**config.mk**
```make
export PLATFORM = sky130hd
export DESIGN_NAME = cursor_test_device_flat
export DESIGN_NICKNAME = d
export VERILOG_FILES = /design/src/core/cursor_test_pkg.sv /design/src/core/cursor_test_if.sv /design/src/core/staged_pair.sv /design/src/core/cursor_test_device.sv /design/src/flat_wrapper.sv
export SDC_FILE = /design/constraint.sdc
export NUM_CORES = 1
export LEC_CHECK = 0
export ABC_AREA = 1
export BUFFER_PORTS_ARGS = -buffer_cell sky130_fd_sc_hd__buf_2
export CELL_PAD_IN_SITES_DETAIL_PLACEMENT = 1
export CELL_PAD_IN_SITES_GLOBAL_PLACEMENT = 1
export CORE_MARGIN = 2
export CORE_UTILIZATION = 48
export CTS_BUF_LIST = sky130_fd_sc_hd__clkbuf_8
export CTS_CLUSTER_SIZE = 20
export DETAILED_ROUTE_END_ITERATION = 8
export PLACE_DENSITY = 0.95
export SYNTH_ARGS = -nofsm -noshare
export SYNTH_HDL_FRONTEND = slang
export SYNTH_SLANG_ARGS = --single-unit
```
**constraint.sdc**
```tcl
create_clock -name clk -period 11.63 [get_ports clk]
set_clock_uncertainty 0.2 [all_clocks]
set_input_delay 1.7445 -clock clk [delete_from_list [all_inputs] [get_ports clk]]
set_output_delay 1.7445 -clock clk [all_outputs]
set_load 0.05 [all_outputs]
```
**src/core/cursor_test_pkg.sv**
```systemverilog
// Shared constants and types for the cursor, cross-hair and signature test block
package cursor_test_pkg;
  // ----------------------------------------------------------------
  // Register indices
  // ----------------------------------------------------------------
  localparam logic [4:0] IDX_RED_SIG = 5'h00;
  localparam logic [4:0] IDX_GREEN_SIG = 5'h01;
  localparam logic [4:0] IDX_BLUE_SIG = 5'h02;
  localparam logic [4:0] IDX_SELF_TEST = 5'h03;
  localparam logic [4:0] IDX_CURSOR_CTL = 5'h04;
  localparam logic [4:0] IDX_CURSOR_POS = 5'h05;
  localparam logic [4:0] IDX_WINDOW_POS = 5'h09;
  localparam logic [4:0] IDX_WINDOW_SIZE = 5'h0D;
  // Byte order inside a staged group: x low, x high, y low, y high
  localparam logic [1:0] BYTE_Y_HIGH = 2'h3;
  // ----------------------------------------------------------------
  // Field positions and reset values
  // ----------------------------------------------------------------
  localparam int TEST_RESULT_BIT = 3;
  localparam int TEST_SEL_LSB = 4;
  localparam int CTL_BIG_P1 = 7;
  localparam int CTL_BIG_P0 = 6;
  localparam int CTL_CH_P1 = 5;
  localparam int CTL_CH_P0 = 4;
  localparam int CTL_COMBINE = 3;
  localparam int CTL_THICK_LSB = 1;
  localparam int CTL_BLINK = 0;
  localparam logic [7:0] REG_RESET = 8'h00;
  localparam logic [11:0] POS_RESET = 12'h000;
  localparam logic [23:0] SIG_RESET = 24'h00_0000;
  // ----------------------------------------------------------------
  // Geometry and pipeline figures
  // ----------------------------------------------------------------
  localparam logic [13:0] CURSOR_HALF = 14'h0020;
  localparam logic [5:0] NEG_Y_TOP = 6'h3F;
  localparam logic [12:0] WIN_EXTRA_1 = 13'h0002;
  localparam logic [12:0] WIN_EXTRA_4 = 13'h0008;
  localparam logic [12:0] WIN_EXTRA_5 = 13'h000A;
  localparam logic [12:0] WIN_EXTRA_H = 13'h0002;
  localparam logic [11:0] CUR_OFS_1 = 12'h025;
  localparam logic [11:0] CUR_OFS_4 = 12'h034;
  localparam logic [11:0] CUR_OFS_5 = 12'h039;
  localparam logic [11:0] CUR_OFS_Y = 12'h020;
  localparam logic [11:0] WIN_OFS_1 = 12'h005;
  localparam logic [11:0] WIN_OFS_4 = 12'h014;
  localparam logic [11:0] WIN_OFS_5 = 12'h019;
  localparam logic [11:0] FULL_SCREEN = 12'h0FFF;
  localparam logic [2:0] PIXEL_A = 3'h0;
  localparam logic [2:0] PIXEL_E = 3'h4;
  localparam int PIXELS = 5;
  localparam logic [23:0] SIG_TAPS = 24'hE1_0000;

  typedef enum logic [1:0] {MUX_1, MUX_4, MUX_5} mux_mode_type;
endpackage

```
**src/core/cursor_test_if.sv**
```systemverilog
// Host and pixel-source signals joining the two ends
`timescale 1ns/1ps
interface cursor_test_if;
  logic [4:0] reg_addr;
  logic [7:0] reg_wdata;
  logic reg_wr;
  logic [7:0] reg_rdata;
  logic hsync;
  logic vretrace;
  logic blank_n;
  logic pixel_load_strobe;
  logic [4:0][23:0] pixel_rgb;

  modport device (
    input reg_addr,
    input reg_wdata,
    input reg_wr,
    output reg_rdata,
    input hsync,
    input vretrace,
    input blank_n,
    input pixel_load_strobe,
    input pixel_rgb
  );
  modport host (
    output reg_addr,
    output reg_wdata,
    output reg_wr,
    input reg_rdata,
    output hsync,
    output vretrace,
    output blank_n,
    output pixel_load_strobe,
    output pixel_rgb
  );
endinterface

```
**src/core/staged_pair.sv**
```systemverilog
// Pair of 12-bit values written bytewise and applied at vertical retrace
`timescale 1ns/1ps
module staged_pair
  import cursor_test_pkg::*;
#(
  parameter logic [4:0] BASE = 5'h00
) (
  input wire logic clk,
  input wire logic sys_rst,
  input wire logic [4:0] reg_addr,
  input wire logic [7:0] reg_wdata,
  input wire logic reg_wr,
  input wire logic vretrace,
  output logic hit,
  output logic [7:0] rd_byte,
  output logic [11:0] cur_x,
  output logic [11:0] cur_y
);
  if (BASE > 5'h1B) $error("staged_pair base out of range");

  typedef struct packed {
    logic [11:0] x;
    logic [11:0] y;
    logic [11:0] ax;
    logic [11:0] ay;
    logic pend;
  } pair_state_type;

  pair_state_type st_reg, st_next;
  logic [4:0] ofs;
  logic [1:0] sel;

  assign ofs = reg_addr - BASE;
  assign sel = ofs[1:0];
  assign hit = (reg_addr >= BASE) && (ofs < 5'h04);
  assign cur_x = st_reg.ax;
  assign cur_y = st_reg.ay;

  always_comb begin
    unique case (sel)
      2'h0: rd_byte = st_reg.x[7:0];
      2'h1: rd_byte = {4'h0, st_reg.x[11:8]};
      2'h2: rd_byte = st_reg.y[7:0];
      default: rd_byte = {4'h0, st_reg.y[11:8]};
    endcase
  end

  always_comb begin
    st_next = st_reg;
    if (hit && reg_wr) begin
      unique case (sel)
        2'h0: st_next.x[7:0] = reg_wdata;
        2'h1: st_next.x[11:8] = reg_wdata[3:0];
        2'h2: st_next.y[7:0] = reg_wdata;
        default: st_next.y[11:8] = reg_wdata[3:0];
      endcase
    end
    // Pending is set by the high y byte; a fresh write beats the retrace clear
    if (st_reg.pend && vretrace) begin
      st_next.ax = st_reg.x;
      st_next.ay = st_reg.y;
      st_next.pend = 1'b0;
    end
    if (hit && reg_wr && sel == BYTE_Y_HIGH) begin
      st_next.pend = 1'b1;
    end
  end

  always_ff @(posedge clk or posedge sys_rst) begin
    if (sys_rst) begin
      st_reg <= '0;
    end else begin
      st_reg <= st_next;
    end
  end
endmodule

```
**src/core/cursor_test_device.sv**
```systemverilog
// Cursor, cross-hair window and signature test logic of the video converter
`timescale 1ns/1ps
module cursor_test_device
  import cursor_test_pkg::*;
(
  input wire logic clk,
  input wire logic sys_rst,
  cursor_test_if.device link,
  input wire mux_mode_type mux_mode,
  input wire logic test_method_select,
  input wire logic blink_phase,
  input wire logic dac_compare_in,
  input wire logic [1:0] cursor_ram_pattern,
  output logic [11:0] cursor_ram_addr,
  output logic [3:0] dac_compare_select,
  output logic [1:0] cursor_planes
);
  typedef struct packed {
    logic [23:0] sig;
    logic [7:0] test;
    logic [7:0] ctl;
    logic [11:0] x_cnt;
    logic [11:0] y_cnt;
    logic hsync_d;
    logic [1:0] planes;
    logic [1:0] cmp_sync;
  } dev_state_type;

  dev_state_type st_reg, st_next;

  logic [11:0] cx, cy, wx, wy, ww, wh;
  logic [7:0] cpos_byte, wpos_byte, wsize_byte;
  logic cpos_hit, wpos_hit, wsize_hit;

  // ----------------------------------------------------------------
  // Staged position and size registers
  // ----------------------------------------------------------------
  staged_pair #(.BASE(IDX_CURSOR_POS)) u_cursor_pos (
    .clk(clk),
    .sys_rst(sys_rst),
    .reg_addr(link.reg_addr),
    .reg_wdata(link.reg_wdata),
    .reg_wr(link.reg_wr),
    .vretrace(link.vretrace),
    .hit(cpos_hit),
    .rd_byte(cpos_byte),
    .cur_x(cx),
    .cur_y(cy)
  );

  staged_pair #(.BASE(IDX_WINDOW_POS)) u_window_pos (
    .clk(clk),
    .sys_rst(sys_rst),
    .reg_addr(link.reg_addr),
    .reg_wdata(link.reg_wdata),
    .reg_wr(link.reg_wr),
    .vretrace(link.vretrace),
    .hit(wpos_hit),
    .rd_byte(wpos_byte),
    .cur_x(wx),
    .cur_y(wy)
  );

  staged_pair #(.BASE(IDX_WINDOW_SIZE)) u_window_size (
    .clk(clk),
    .sys_rst(sys_rst),
    .reg_addr(link.reg_addr),
    .reg_wdata(link.reg_wdata),
    .reg_wr(link.reg_wr),
    .vretrace(link.vretrace),
    .hit(wsize_hit),
    .rd_byte(wsize_byte),
    .cur_x(ww),
    .cur_y(wh)
  );

  // ----------------------------------------------------------------
  // Register read path
  // ----------------------------------------------------------------
  always_comb begin
    link.reg_rdata = REG_RESET;
    if (link.reg_addr == IDX_RED_SIG) begin
      link.reg_rdata = st_reg.sig[23:16];
    end else if (link.reg_addr == IDX_GREEN_SIG) begin
      link.reg_rdata = st_reg.sig[15:8];
    end else if (link.reg_addr == IDX_BLUE_SIG) begin
      link.reg_rdata = st_reg.sig[7:0];
    end else if (link.reg_addr == IDX_SELF_TEST) begin
      link.reg_rdata = st_reg.test;
    end else if (link.reg_addr == IDX_CURSOR_CTL) begin
      link.reg_rdata = st_reg.ctl;
    end else if (cpos_hit) begin
      link.reg_rdata = cpos_byte;
    end else if (wpos_hit) begin
      link.reg_rdata = wpos_byte;
    end else if (wsize_hit) begin
      link.reg_rdata = wsize_byte;
    end
  end

  // ----------------------------------------------------------------
  // Raster geometry
  // ----------------------------------------------------------------
  logic [13:0] xs, ys, cxs, cys, dx, dy, hx, hy, ax, ay, half;
  logic [12:0] wext, x_end, y_end;
  logic in_big, in_win, on_ch, ch_px, big_shown, ch_shown;
  logic [1:0] big_px, ch_planes, mixed;
  logic [2:0] pick;
  logic [23:0] sample, lfsr;

  always_comb begin
    xs = {2'b00, st_reg.x_cnt};
    ys = {2'b00, st_reg.y_cnt};
    cxs = {2'b00, cx};
    // Top 64 codes of cursor y are negative so the cursor can sit above line 0
    cys = (cy[11:6] == NEG_Y_TOP) ? {2'b11, cy} : {2'b00, cy};
    dx = xs - cxs + CURSOR_HALF;
    dy = ys - cys + CURSOR_HALF;
    in_big = (dx[13:6] == 8'h00) && (dy[13:6] == 8'h00);
    hx = xs - cxs;
    hy = ys - cys;
    ax = hx[13] ? 14'(-hx) : hx;
    ay = hy[13] ? 14'(-hy) : hy;
    half = {12'h000, st_reg.ctl[CTL_THICK_LSB +: 2]};
    on_ch = (ax <= half) || (ay <= half);
    unique case (mux_mode)
      MUX_4: wext = WIN_EXTRA_4;
      MUX_5: wext = WIN_EXTRA_5;
      default: wext = WIN_EXTRA_1;
    endcase
    x_end = {1'b0, ww} + wext;
    y_end = {1'b0, wh} + WIN_EXTRA_H;
    // Offset into the window is compared, so a large corner plus size cannot wrap
    in_win = (st_reg.x_cnt >= wx) && ({1'b0, 12'(st_reg.x_cnt - wx)} < x_end) &&
             (st_reg.y_cnt >= wy) && ({1'b0, 12'(st_reg.y_cnt - wy)} < y_end);
    ch_px = on_ch && in_win;
    big_px = in_big ? (cursor_ram_pattern &
             {st_reg.ctl[CTL_BIG_P1], st_reg.ctl[CTL_BIG_P0]}) : 2'b00;
    ch_planes = {ch_px & st_reg.ctl[CTL_CH_P1], ch_px & st_reg.ctl[CTL_CH_P0]};
    big_shown = st_reg.ctl[CTL_BIG_P1] | st_reg.ctl[CTL_BIG_P0];
    ch_shown = st_reg.ctl[CTL_CH_P1] | st_reg.ctl[CTL_CH_P0];
    if (big_shown && ch_shown) begin
      mixed = st_reg.ctl[CTL_COMBINE] ? (big_px | ch_planes) : (big_px ^ ch_planes);
    end else begin
      mixed = big_px | ch_planes;
    end
    if (st_reg.ctl[CTL_BLINK] && !blink_phase) begin
      mixed = 2'b00;
    end
  end

  assign cursor_ram_addr = {dy[5:0], dx[5:0]};
  assign cursor_planes = st_reg.planes;
  assign dac_compare_select = st_reg.test[TEST_SEL_LSB +: 4];

  // ----------------------------------------------------------------
  // Signature sampling
  // ----------------------------------------------------------------
  always_comb begin
    // Reserved codes fall back to pixel A; 1:1 always feeds pixel A
    pick = (st_reg.test[2:0] > PIXEL_E) ? PIXEL_A : st_reg.test[2:0];
    if (mux_mode == MUX_1) begin
      pick = PIXEL_A;
    end
    sample = link.pixel_rgb[pick];
    lfsr = {st_reg.sig[22:0], ^(st_reg.sig & SIG_TAPS)};
  end

  // ----------------------------------------------------------------
  // Next state
  // ----------------------------------------------------------------
  always_comb begin
    st_next = st_reg;
    st_next.hsync_d = link.hsync;
    // The comparator is analog and not tied to this clock, so it is synchronised first
    st_next.cmp_sync = {st_reg.cmp_sync[0], dac_compare_in};
    st_next.planes = mixed;
    st_next.x_cnt = link.hsync ? POS_RESET : 12'(st_reg.x_cnt + 12'h001);
    if (link.vretrace) begin
      st_next.y_cnt = POS_RESET;
    end else if (link.hsync && !st_reg.hsync_d) begin
      st_next.y_cnt = 12'(st_reg.y_cnt + 12'h001);
    end
    if (link.reg_wr && link.reg_addr == IDX_CURSOR_CTL) begin
      st_next.ctl = link.reg_wdata;
    end
    if (link.reg_wr && link.reg_addr == IDX_SELF_TEST) begin
      st_next.test = {link.reg_wdata[7:4], st_reg.test[TEST_RESULT_BIT],
                      link.reg_wdata[2:0]};
    end
    // Left edge of the cursor area: one strobe per frame when the line matches
    if (dx == 14'h0000 && dy[13:6] == 8'h00 && dy[5:0] == 6'h00) begin
      st_next.test[TEST_RESULT_BIT] = st_reg.cmp_sync[1];
    end
    if (!link.blank_n) begin
      if (link.reg_wr && link.reg_addr == IDX_RED_SIG) begin
        st_next.sig[23:16] = link.reg_wdata;
      end
      if (link.reg_wr && link.reg_addr == IDX_GREEN_SIG) begin
        st_next.sig[15:8] = link.reg_wdata;
      end
      if (link.reg_wr && link.reg_addr == IDX_BLUE_SIG) begin
        st_next.sig[7:0] = link.reg_wdata;
      end
    end else if (link.pixel_load_strobe) begin
      if (test_method_select) begin
        st_next.sig = sample;
      end else begin
        st_next.sig = lfsr ^ sample;
      end
    end
  end

  always_ff @(posedge clk or posedge sys_rst) begin
    if (sys_rst) begin
      st_reg <= '0;
    end else begin
      st_reg <= st_next;
    end
  end
endmodule

```
**src/flat_wrapper.sv**
```systemverilog
// flat-port wrapper written by rule: the top's interface ports become plain ports
module cursor_test_device_flat import cursor_test_pkg::*;
  (clk, sys_rst, mux_mode, test_method_select, blink_phase, dac_compare_in, cursor_ram_pattern, cursor_ram_addr, dac_compare_select, cursor_planes, link_reg_addr, link_reg_wdata, link_reg_wr, link_reg_rdata, link_hsync, link_vretrace, link_blank_n, link_pixel_load_strobe, link_pixel_rgb);
  cursor_test_if link_i ();
  input wire logic clk;
  input wire logic sys_rst;
  input wire mux_mode_type mux_mode;
  input wire logic test_method_select;
  input wire logic blink_phase;
  input wire logic dac_compare_in;
  input wire logic [1:0] cursor_ram_pattern;
  output logic [11:0] cursor_ram_addr;
  output logic [3:0] dac_compare_select;
  output logic [1:0] cursor_planes;
  input wire logic [$bits(link_i.reg_addr)-1:0] link_reg_addr;
  input wire logic [$bits(link_i.reg_wdata)-1:0] link_reg_wdata;
  input wire logic [$bits(link_i.reg_wr)-1:0] link_reg_wr;
  output wire logic [$bits(link_i.reg_rdata)-1:0] link_reg_rdata;
  input wire logic [$bits(link_i.hsync)-1:0] link_hsync;
  input wire logic [$bits(link_i.vretrace)-1:0] link_vretrace;
  input wire logic [$bits(link_i.blank_n)-1:0] link_blank_n;
  input wire logic [$bits(link_i.pixel_load_strobe)-1:0] link_pixel_load_strobe;
  input wire logic [$bits(link_i.pixel_rgb)-1:0] link_pixel_rgb;
  assign link_i.reg_addr = link_reg_addr;
  assign link_i.reg_wdata = link_reg_wdata;
  assign link_i.reg_wr = link_reg_wr;
  assign link_reg_rdata = link_i.reg_rdata;
  assign link_i.hsync = link_hsync;
  assign link_i.vretrace = link_vretrace;
  assign link_i.blank_n = link_blank_n;
  assign link_i.pixel_load_strobe = link_pixel_load_strobe;
  assign link_i.pixel_rgb = link_pixel_rgb;
  cursor_test_device u_core (.clk(clk), .sys_rst(sys_rst), .link(link_i), .mux_mode(mux_mode), .test_method_select(test_method_select), .blink_phase(blink_phase), .dac_compare_in(dac_compare_in), .cursor_ram_pattern(cursor_ram_pattern), .cursor_ram_addr(cursor_ram_addr), .dac_compare_select(dac_compare_select), .cursor_planes(cursor_planes));
endmodule
```
---- Word level (Yosys, flattened, before mapping) ----
Cells that the tools add are included.
storage, ports and cells
  bits in registers ....................... 216
  input bits .............................. 147
  output and inout bits ................... 26
  word-level logic and storage cells ...... 193
operators by class
  add/subtract/negate cells ............... 15
  $lt $le $gt $ge ......................... 14
  equal/unequal tests ..................... 17
  mux-type cells .......................... 39
  bitwise logic cells ..................... 11
  reduce and logical (&&, ||, !) cells .... 65
operators by type and width
  cell                                                                           count
  24-bit two-way mux                                                             4
  8-bit two-way mux                                                              11
  24-bit binary-select mux with 3-bit select                                     1
  8-bit one-hot mux with 3 select lines                                          3
  14-bit two-way mux                                                             3
  12-bit two-way mux                                                             3
  2-bit AND reduction                                                            15
  14-bit by 6-bit adder with 14-bit output (second input constant)               2
  14-bit by 2-bit less-or-equal comparator with 1-bit output                     2
  14-bit negator                                                                 2
  1-bit logical AND                                                              27
  12-bit by 13-bit less-than comparator with 1-bit output                        2
  12-bit by 1-bit adder with 12-bit output (second input constant)               2
  12-bit >= comparator                                                           2
  24-bit XOR reduction                                                           1
  12-bit subtractor                                                              2
  24-bit XOR                                                                     1
  8-bit logical NOT                                                              2
  5-bit by 3-bit less-than comparator with 1-bit output (second input constant)  3
  2-bit == test (second input constant)                                          7
  14-bit logical NOT                                                             1
  2-bit nonzero test                                                             7
  12-bit by 14-bit subtractor with 14-bit output                                 1
  12-bit by 2-bit adder with 13-bit output (second input constant)               1
  other kinds (30)                                                               56

---- Logic depth before layout (Yosys ltp) ----
Gate-level depths: netlist (run 1).
  depth in word-level cells ............... 13
  depth in mapped cells ................... 26
  depth with buffers taken out ............ 25

---- Modules after synthesis ----
From an unflattened synthesis (run 1), not the netlist that was laid out.
second synthesis, totals
  cell total of the unflattened synthesis .. 2344
  area total of the unflattened synthesis .. 16881.2 µm²
by module, submodules not included
  module                               instances  cells an instance  area an instance (µm²)  sequential area each (µm²)
  cursor_test_device                   1          1613               9923.3                  1726.7
  staged_pair at u_core.u_window_pos   1          249                2327.2                  1226.2
  staged_pair at u_core.u_window_size  1          233                2324.7                  1226.2
  staged_pair at u_core.u_cursor_pos   1          249                2306.0                  1226.2

---- Least setup slack after synthesis (run 1) ----
No wires, ideal clock.
  kind .................................... input to output
  from .................................... in link_reg_addr[1]
  to ...................................... out link_reg_rdata[0]
  arrival ................................. 3.437 ns
  required time ........................... 9.686 ns
  setup slack ............................. 6.249 ns
  stages on the path ...................... 10
  path buffers ............................ 0
  path through ............................ nor2_2 > nor2_2 > nor3_4 > inv_2 > nand2_1 > inv_2 > o21ai_1 > o211ai_1 > a221oi_1 > o2111ai_1
on the way
  longest elaborated chain between the ends .. 11
  elaborated cells between the ends (all ways) .. 37
  those cells by class .................... add/sub: 3; order compare: 6; eq/ne: 10; mux: 11; reduce/logical: 7
RTL lines
  item                                                                                 RTL line                              text
  from (decl)                                                                          flat_wrapper.sv:15                    input wire logic [$bits(link_i.reg_addr)-1:0] link_reg_addr;
  5-bit by 4-bit subtractor with 5-bit output                                          staged_pair.sv:33                     assign ofs = reg_addr - BASE;
  5-bit by 3-bit less-than comparator with 1-bit output, or another cell as far along  staged_pair.sv:35                     assign hit = (reg_addr >= BASE) && (ofs < 5'h04);
  1-bit logical AND or 8-bit one-hot mux with 3 select lines (tied branches)           staged_pair.sv:35, staged_pair.sv:40
  8-bit two-way mux                                                                    cursor_test_device.sv:96              end else if (wsize_hit) begin
  8-bit two-way mux                                                                    cursor_test_device.sv:94              end else if (wpos_hit) begin
  8-bit two-way mux                                                                    cursor_test_device.sv:92              end else if (cpos_hit) begin
  8-bit two-way mux                                                                    cursor_test_device.sv:90              end else if (link.reg_addr == IDX_CURSOR_CTL) begin
  8-bit two-way mux                                                                    cursor_test_device.sv:88              end else if (link.reg_addr == IDX_SELF_TEST) begin
  8-bit two-way mux                                                                    cursor_test_device.sv:86              end else if (link.reg_addr == IDX_BLUE_SIG) begin
  8-bit two-way mux                                                                    cursor_test_device.sv:84              end else if (link.reg_addr == IDX_GREEN_SIG) begin
  8-bit two-way mux (*)                                                                cursor_test_device.sv:82              if (link.reg_addr == IDX_RED_SIG) begin
  to (decl)                                                                            flat_wrapper.sv:18                    output wire logic [$bits(link_i.reg_rdata)-1:0] link_reg_rdata;
Mark *: on every way between the ends. The rest lies on a longest branch, timed or not.

---- Worst setup path in the final report (run 1) ----
  from .................................... in link_reg_addr[0]
  to ...................................... out link_reg_rdata[0]
Same word-level chain as after synthesis.

==> metrics.yaml, run 1 <==
outcome: "completed"
power_uw: 3462
yosys-top-cells-count: "nand2_1 (466), inv_1 (255), o21ai_0 (228), dfrtp_1 (216), nor2_1 (201)"
end_kind: "primary output"
async_flop_share_pct: 100.0
largest_reg_flops: 37
worstSetupStartpoint: "link_reg_addr[0]"
maxCapViolCount: 0
dr.pass1.iters: 5
path_class: "input pin to primary output"
place.gp.congestion: 0.9351
cts_resized: 0
ant_nets: 0
vias: 16133
ioPinCount: 173
worst_pin_slew_ps: 1296
yosys.area.top_type: "dfrtp_1"
stdcell_count: 2667
crit_arrival_ps: 4310
path_cells: "buf_2, inv_1, nor2_1, inv_1, o221ai_1, o21ai_0, o211ai_1, a221oi_1, o2111ai_1, buf_2"
synth.most_common_cell: "nand2_1"
period_share_pct: 53.80
grt_pass1_vias: 16962
grt_max_degree: 152
p_clk_share_pct: 21.4
seq_area_um2: 5405
max_freq_mhz: 159.8
min_path_type: "flip-flop to flip-flop"
fillCellCount: 4084
combPwrFrac_pct: 47.6
clock_sink_count: 216
post-cts-setup-buffer-count: 0
drt_iter0_drc: 1092
yosys.area.top_type_share_pct: 35.49
yosysWarningCount: 0
chipWidth_um: 182.1
clock_path_buffers: 3
diodes: 0
cts_buffers: 38
syn_nets: 2329
overflow: 0
tns_ps: 0
slowest_stage: "nor2_1"
grt_setup_unrepaired: "no"
die_height_um: 182.1
portBuffers: 172
r2r_cells: 21
layout-drive-gt1-share_pct: 14.30
syn2layout_area_growth_pct: 12.23
syn_area_um2: 15230
critPathMaxStageDelay_ps: 690
crit_path_end: "link_reg_rdata[0]"
r2r_end: "u_core.cursor_planes[1]"
synth.avg_cell_area_um2: 7.293
fp.dieArea_um2: 33170
setup_viol: 0
dp.final_hpwl_um: 43330
synth_cells: 2088
clk_latency_ps: 570
finalMaxSlewViolations: 0
rows: 65
p_leak_uw: 0.008764
synth_edf_count: 0
synth.area.top_cells: "dfrtp_1 (35%), nand2_1 (11%), o21ai_0 (7.5%), ha_1 (7.4%), inv_1 (6.3%)"
viasPerCell: 6.049
required_ps: 9690
pwr-share-seq_pct: 31.1
fin_nets: 2481
peakVddDrop_uv: 87.81
grt_use_total_pct: 35.35
crit_fanout: 14
internal_power_uw: 1838
whs_ps: 152.3
cts-root-buf: "clkbuf_8"
core_um2: 31390
switching_share_pct: 46.91
clk_pin_slew_ps: 70
totalWireLength_um: 58700
power.switching_uw: 1624
critPathLaunchType: "input pin"
crit-reg2reg-launch: "u_core.st_reg[5]"
initial_core_util_pct: 48.51
p_per_area_nw_per_um2: 202.6
hold_violations: 0
postCtsHoldBufs: 0
post-route-min-period_ps: 6257
synth_cell_types: 59
avgRoutedWirePerCell_um: 22.01
relSlewSlack_pct: 13.37
multiInputGateArea_um2: 8506
drc: 0
htreeDepth: 2
placedCellCount: 2602
cts_tree: "done"
ff2ff_setup_slack_ps: 6710
ys.flop_type: "dfrtp_1"
grt_pass1_wl_um: 92650
antenna_found_initial: 1
yosysSeqAreaShare_pct: 35.49
ys_ff_latch: 216
==> power groups by stage <==
stage                     logic (µW)  clock network [µW]  registers [µW]
after floorplan                 1160                   0            1000
after global placement          1460                   0            1050
after detailed placement        1580                   0            1070
after CTS                       1630                 735            1060
after global routing            1820                 770            1080
final                           1650                 739            1080
==> final cells by class <==
cell class	count	share of cell area [%]
Inverter	267	5.937
Clock buffer	44	3.543
Sequential cell	216	31.63
Multi-Input combinational cell	1539	49.77
Tap cell	402	2.943
Timing Repair Buffer	178	5.300
Clock inverter	21	0.8858
==> how the worst min path moves through the flow <==
stage / startpoint / endpoint / slack [ps] / depth (start not counted)
2_1_floorplan: u_core.st_next[1] / u_core.st_reg[1] / 130 / 0
3_3_place_gp: u_core.st_next[1] / u_core.st_reg[1] / 140 / 0
6_report: u_core.st_next[1] / u_core.st_reg[1] / 150 / 0
3_5_place_dp: u_core.st_next[1] / u_core.st_reg[1] / 150 / 0
4_1_cts: u_core.st_next[1] / u_core.st_reg[1] / 150 / 0
5_1_grt: u_core.st_next[1] / u_core.st_reg[1] / 170 / 0
==> layout by cell type (no fill, tap or decap), types with 6 or more instances in the layout <==
cell type / instances
nand2_1: 466
inv_1: 264
o21ai_0: 228
dfrtp_1: 216
nor2_1: 201
buf_2: 172
nand3_1: 123
ha_1: 90
a21oi_1: 89
clkbuf_8: 44
xor2_1: 40
o22ai_1: 39
nand4_1: 33
mux2_2: 31
a31oi_1: 30
nor3_1: 25
a21o_1: 23
nand2_2: 12
xnor2_1: 11
nor2_2: 9
inv_2: 9
nand3_2: 7
o211ai_1: 7
a221oi_1: 7
clkinv_2: 7
nand3b_1: 6
o2111ai_1: 6
buf_4: 6
==> per-layer routing <==
layer / track usage [%] / up-vias / wire (µm)
met4: 17.61 / 2 / 2987
met5: 0 / - / 14
met1: 41.39 / 7994 / 22750
met3: 6.366 / 196 / 3891
li1: - / 7252 / -
met2: 62.40 / 689 / 29060
==> kinds of logic after synthesis <==
kind of cell	after synthesis	share of synthesized area, %
and+or+nand+nor	907	25.73
AOI/OAI and AO/OA	454	16.80
buffers and inverters	333	8.652
DFF	216	35.49
adders and majority gates	94	7.920
xor gates and xnor gates	52	3.040
muxes	32	2.358
==> through the flow <==
stage                     worst slack (ps)  cell area, µm²  utilization [%]
after floorplan                       3778           15230                -
after global placement                5520           16330            52.03
after detailed placement              5401           16330            52.03
after CTS                             5390           17090            54.44
after global routing                  5174           17090            54.44
final                                 5373           17090            54.44
==> worst max-delay path, delay by kind of cell <==
kind | cells | cell delay [ps]
simple gates | 1 | 690
buf+inv | 4 | 1050
compound gates | 5 | 810
(Power assumes the default switching activity.)
==> run 2: changes to the inputs <==
CORE_UTILIZATION = 45   (was 48)
PLACE_DENSITY = 0.91   (was 0.95)
clock period = 6.43 ns   (was 11.63 ns; I/O delays follow)
==> run 2 against run 1 <==
Against the previous run: core utilization decreased by 3.3 points; wire length decreased by 6.2%; non-clock buffer count increased by 3; sequential power increased by 77%; final cell count increased by 1.6%; die area increased by 6.5%; worst hold slack got worse by 3.7 ps; total power increased by 73%; via count decreased by 3.8%; sequential share of layout area about the same; critical path type is now flip-flop to flip-flop.
==> metrics.yaml, run 2 (synthesis gave the netlist of run 1 again) <==
outcome: "completed"
cts_resized: 0  # unchanged
rows: 67  # +3.1%
postCtsHoldBufs: 0  # unchanged
worst_pin_slew_ps: 1176  # -119.8 ps
post-route-min-period_ps: 4643
final_common_cell: "nand2_1"
core_um2: 33450  # +6.5%
dr.pass1.iters: 5  # unchanged
final_cell_mix: "nand2_1 (466), inv_1 (263), o21ai_0 (228)"
portBuffers: 172  # unchanged
dp.final_hpwl_um: 43550  # +0.51%
drc: 0  # unchanged
crit_fanout: 4  # -10
place_area_um2: 16410  # +0.47%
syn2layout_area_growth_pct: 12.25  # about the same
peakVddDrop_uv: 196.3  # +120%
period_share_pct: 72.21
setup_viol: 0  # unchanged
final_cell_area_um2: 17090  # about the same
hold_violations: 0  # unchanged
fin_nets: 2484  # +0.12%
grt_pass1_wl_um: 87580  # -5.5%
cts_tree: "done"
finalMaxSlewViolations: 0  # unchanged
min_path_type: "flip-flop to flip-flop"
final_util_pct: 51.11  # -3.3 points
tns_ps: 0  # unchanged
htreeDepth: 2  # unchanged
placedCellCount: 2651  # +1.9%
clk_latency_ps: 550  # -20 ps
critPathLaunchType: "flip-flop"
clk_pin_slew_ps: 60  # about the same
multiInputGateArea_um2: 8506  # unchanged
stdcell_count: 2711  # +1.6%
crit_arrival_ps: 4910  # +600 ps
viasPerCell: 5.724  # -5.4%
fillCellCount: 4338  # +6.2%
place_ws_ps: 1682  # -3719 ps
ioPinCount: 173  # unchanged
grt_max_degree: 66  # -57%
p_leak_uw: 0.008725  # -0.44%
layout-drive-gt1-share_pct: 14.16  # -0.15 points
relSlewSlack_pct: 21.12  # +7.7 points
p_per_area_nw_per_um2: 350.7  # +73%
initial_core_util_pct: 45.53  # -3.0 points
largest_reg_flops: 37  # unchanged
fin_ws_ps: 1787  # -3586 ps
chipWidth_um: 188.0  # +3.2%
cts-root-buf: "clkbuf_8"
post-cts-setup-buffer-count: 0  # unchanged
vias: 15519  # -3.8%
avgRoutedWirePerCell_um: 20.31  # -7.7%
ant_nets: 0  # unchanged
fp.dieArea_um2: 35330  # +6.5%
totalWireLength_um: 55070  # -6.2%
overflow: 0  # unchanged
place.gp.congestion: 0.9407  # +0.60%
grt_pass1_vias: 16668  # -1.7%
required_ps: 6700  # -2990 ps
die_height_um: 188.0  # +3.2%
drt_iter0_drc: 921  # -16%
end_kind: "flip-flop"
clock_sink_count: 216  # unchanged
grt_use_total_pct: 31.17  # -4.2 points
antenna_found_initial: 1  # unchanged
path_class: "flip-flop to flip-flop"
seq_area_um2: 5405  # unchanged
max_freq_mhz: 215.4
cts_buffers: 38  # unchanged
maxCapViolCount: 0  # unchanged
grt_setup_unrepaired: "no"
clock_path_buffers: 3  # unchanged
## run 2: cell types whose count changed in the layout (fill, tap and decap cells not counted), moves of 2 or more
cell       before  now
inv_6           1    3
diode_2         0    3
clkinv_2        7    1
bufinv_16       2    0
inv_8           2    0
buf_4           6    9
## run 2: worst max-delay path, stage by stage (launching register included)
cell	delay [ps]
dfrtp_1	410
inv_1	140
ha_1	160
inv_1	60
fa_1	410
a21oi_1	190
nor2_1	70
nor2_1	210
o21ai_0	180
a31oi_1	260
o21ai_0	140
xor2_1	160
ha_1	320
a21oi_1	130
o21ai_0	100
a21oi_1	120
nand4_1	170
nor2_1	460
nand3_1	160
ha_1	300
nor2_1	40
a211oi_1	160
## run 2: power breakdown
group	switching (µW)	internal, µW
clock network	575	627
registers	267	1640
logic	1910	969
total	2760	3240
## run 2: through the flow
stage / hold WS [ps] / power [µW]
after floorplan: 131.2 / 3911
after global placement: 132.8 / 4566
after detailed placement: 137.9 / 4763
after CTS: 151.1 / 5984
after global routing: 178.8 / 6419
final: 148.7 / 5995
## run 2: path summary, 6_finish.rpt
kind                       cells after the start                               to         startpoint  slack [ps]
setup / recovery                              21          u_core.cursor_planes[1]   u_core.st_reg[5]        1790
hold / removal                                 0                 u_core.st_reg[1]  u_core.st_next[1]         150
setup reg to reg                              21          u_core.cursor_planes[1]   u_core.st_reg[5]        1790
hold reg to reg                                0                 u_core.st_reg[1]  u_core.st_next[1]         150
max in group asynchronous                      3   u_core.u_cursor_pos.st_reg[38]            sys_rst        4500
min in group asynchronous                      2  u_core.u_window_size.st_reg[31]            sys_rst         270
## run 2: area by class of cell
type                            instances  area share, %
Clock buffer                           45          3.623
Multi-Input combinational cell       1539          49.76
Inverter                              267          5.914
Sequential cell                       216          31.62
Timing Repair Buffer                  181          5.431
Antenna cell                            3        0.04392
Clock inverter                         12         0.3294
Tap cell                              448          3.279
## run 2: metal layers
metal	wire, µm	GRT usage (%)	vias to the layer above
li1	-	-	7254
met1	21730	35.21	7631
met2	28090	57.78	488
met3	2462	4.267	146
met4	2784	14.75	0
met5	0	0	-
==> run 3: changes to the inputs <==
clock period = 4.4 ns   (was 6.43 ns; I/O delays follow)
==> run 3 against run 2 <==
Against the previous run: sequential power rose by 45%; clock power rose by 50%; register-to-register slack got worse by 1600 ps; wire length increased by 0.45%; final area increased by 0.99%; die area is the same; setup slack got worse by 1600 ps; final cell count rose by 0.55%; critical path type unchanged; critical endpoint unchanged; highest routed layer is now met5.
==> metrics.yaml, run 3 (synthesis gave the netlist of run 1 again) <==
dr.pass1.iters: 5  # unchanged
peakVddDrop_uv: 237.9  # +21%
portBuffers: 172  # unchanged
final_common_cell: "nand2_1"
fin_ws_ps: 219.8  # -1567 ps
cts_buffers: 37  # -2.6%
stdcell_count: 2726  # +0.55%
overflow: 0  # unchanged
setup_viol: 0  # unchanged
final_cell_mix: "nand2_1 (465), inv_1 (261), o21ai_0 (224)"
end_kind: "flip-flop"
whs_ps: 71.81  # -76.86 ps
crit-reg2reg-launch: "u_core.st_reg[17]"
path_cells: "inv_1, ha_1, fa_1, inv_1, nand3_1, nand2_2, and3_1, nor2_4, o21ai_1, ha_1, inv_1, nor2_1, o21ai_0, nand3_1, nor2_1, nand2_1, nor2_1, nand2_1, nand2_1, nand3_1, ha_1, nor2_2, a211oi_2"
die_height_um: 188.0  # unchanged
fillCellCount: 4292  # -1.1%
hold_violations: 0  # unchanged
outcome: "completed"
layout-drive-gt1-share_pct: 15.12  # +0.96 points
cp_num_buf_inv: 3  # +1
crit_cells: 23  # +9.5%
critPathLaunchType: "flip-flop"
max_freq_mhz: 239.2  # +11%
ff2ff_setup_slack_ps: 220  # -1570 ps
relSlewSlack_pct: 21.74  # +0.62 points
finalMaxSlewViolations: 0  # unchanged
path_class: "flip-flop to flip-flop"
vias: 15635  # +0.75%
grt_pass1_vias: 16841  # +1.0%
slowest_stage: "fa_1"
min_path_type: "input pin to flip-flop"
tns_ps: 0  # unchanged
htreeDepth: 2  # unchanged
drt_iter0_drc: 867  # -5.9%
syn2layout_area_growth_pct: 13.36
grt_pass1_wl_um: 88320  # +0.84%
placedCellCount: 2662  # +0.41%
grt_use_total_pct: 31.40  # +0.23 points
place_ws_ps: 90.50  # -1592 ps
grt_setup_unrepaired: "no"
clock_sink_count: 216  # unchanged
rows: 67  # unchanged
r2r_cells: 23  # +9.5%
crit_arrival_ps: 4420  # -490 ps
crit_path_end: "u_core.cursor_planes[1]"
fin_nets: 2495  # +0.44%
worstHoldPathCells: 1  # +1
crit_fanout: 11  # +7
maxCapViolCount: 0  # unchanged
critPathMaxStageDelay_ps: 440  # -20 ps
post-route-min-period_ps: 4180  # -463.1 ps
r2r_end: "u_core.cursor_planes[1]"
dp.final_hpwl_um: 42580  # -2.2%
totalWireLength_um: 55320  # +0.45%
clk_latency_ps: 560  # about the same
ioPinCount: 173  # unchanged
place.gp.congestion: 0.9902  # +5.3%
ant_nets: 0  # unchanged
viasPerCell: 5.736  # +0.19%
drc: 0  # unchanged
period_share_pct: 95.00  # +23 points
cts_tree: "done"
core_um2: 33450  # unchanged
worstSetupStartpoint: "u_core.st_reg[17]"
largest_reg_flops: 37  # unchanged
p_per_area_nw_per_um2: 516.3  # +47%
grt_max_degree: 78  # +18%
antenna_found_initial: 3  # +2
initial_core_util_pct: 45.53  # unchanged
clock_path_buffers: 3  # unchanged
cts-root-buf: "clkbuf_8"
p_leak_uw: 0.008796  # +0.82%
cp_top_family: "simple AND/OR/NAND/NOR gates"
worst_pin_slew_ps: 1167  # -9.250 ps
fp.dieArea_um2: 35330  # unchanged
avgRoutedWirePerCell_um: 20.29  # about the same
required_ps: 4640  # -2060 ps
clk_pin_slew_ps: 60  # about the same
chipWidth_um: 188.0  # unchanged
[run 3: cell count changes in the layout (fill, tap and decap cells not counted), sizes merged]
| cell | before | now |
|---|---|---|
| buf | 181 | 193 |
| clkbuf | 45 | 46 |
| clkinv | 3 | 4 |
| clkinvlp | 1 | 5 |
| inv | 275 | 272 |
[run 3: power by group]
group | internal (µW) | switching [µW] | leakage, µW | total (µW)
Clock | 938 | 863 | 0.000382 | 1800
Sequential | 2400 | 361 | 0.00274 | 2760
Combinational | 1470 | 2880 | 0.00568 | 4350
Total | 4810 | 4110 | 0.00880 | 8910
[run 3: worst min-delay path by stage]
| stage | startpoint | end |
|---|---|---|
| floorplan | u_core.st_next[1] | u_core.st_reg[1] |
| global placement | u_core.st_next[1] | u_core.st_reg[1] |
| detailed placement | u_core.st_next[1] | u_core.st_reg[1] |
| CTS | dac_compare_in | u_core.st_next[1] |
| global route | dac_compare_in | u_core.st_next[1] |
| finish | dac_compare_in | u_core.st_next[1] |
[run 3: area by class of cell]
cell class	instances	area, µm²	area share [%]
multi-input combinational	1539	8532	49.42
sequential	216	5405	31.31
timing repair buffer	193	1044	6.045
inverter	267	1011	5.856
clock buffer	46	633.1	3.667
tap	448	560.5	3.247
clock inverter	14	70.07	0.4059
antenna	3	7.507	0.04349
[run 3: per-stage QoR]
stage / util (%) / power (µW) / cell area [µm²]
final: 51.61 / 8914 / 17260
after detailed placement: 49.38 / 6975 / 16520
after global routing: 51.60 / 9539 / 17260
after global placement: 49.38 / 6699 / 16520
after CTS: 51.49 / 8876 / 17220
after floorplan: - / 5715 / 15230
[run 3: per-layer routing]
metal | track usage, % | up-vias | share of wire (%)
met5 | 0 | - | 0.018
met1 | 34.90 | 7652 | 39
met4 | 18.53 | 2 | 5.9
li1 | - | 7276 | -
met3 | 5.390 | 179 | 5.0
met2 | 56.32 | 526 | 50
[run 3: timing repair]
action	4_1_cts	5_1_grt
pin swaps	0	4
setup endpoints to repair	2	2
hold buffers	0	0
resized for setup	1	12
setup buffers	0	1
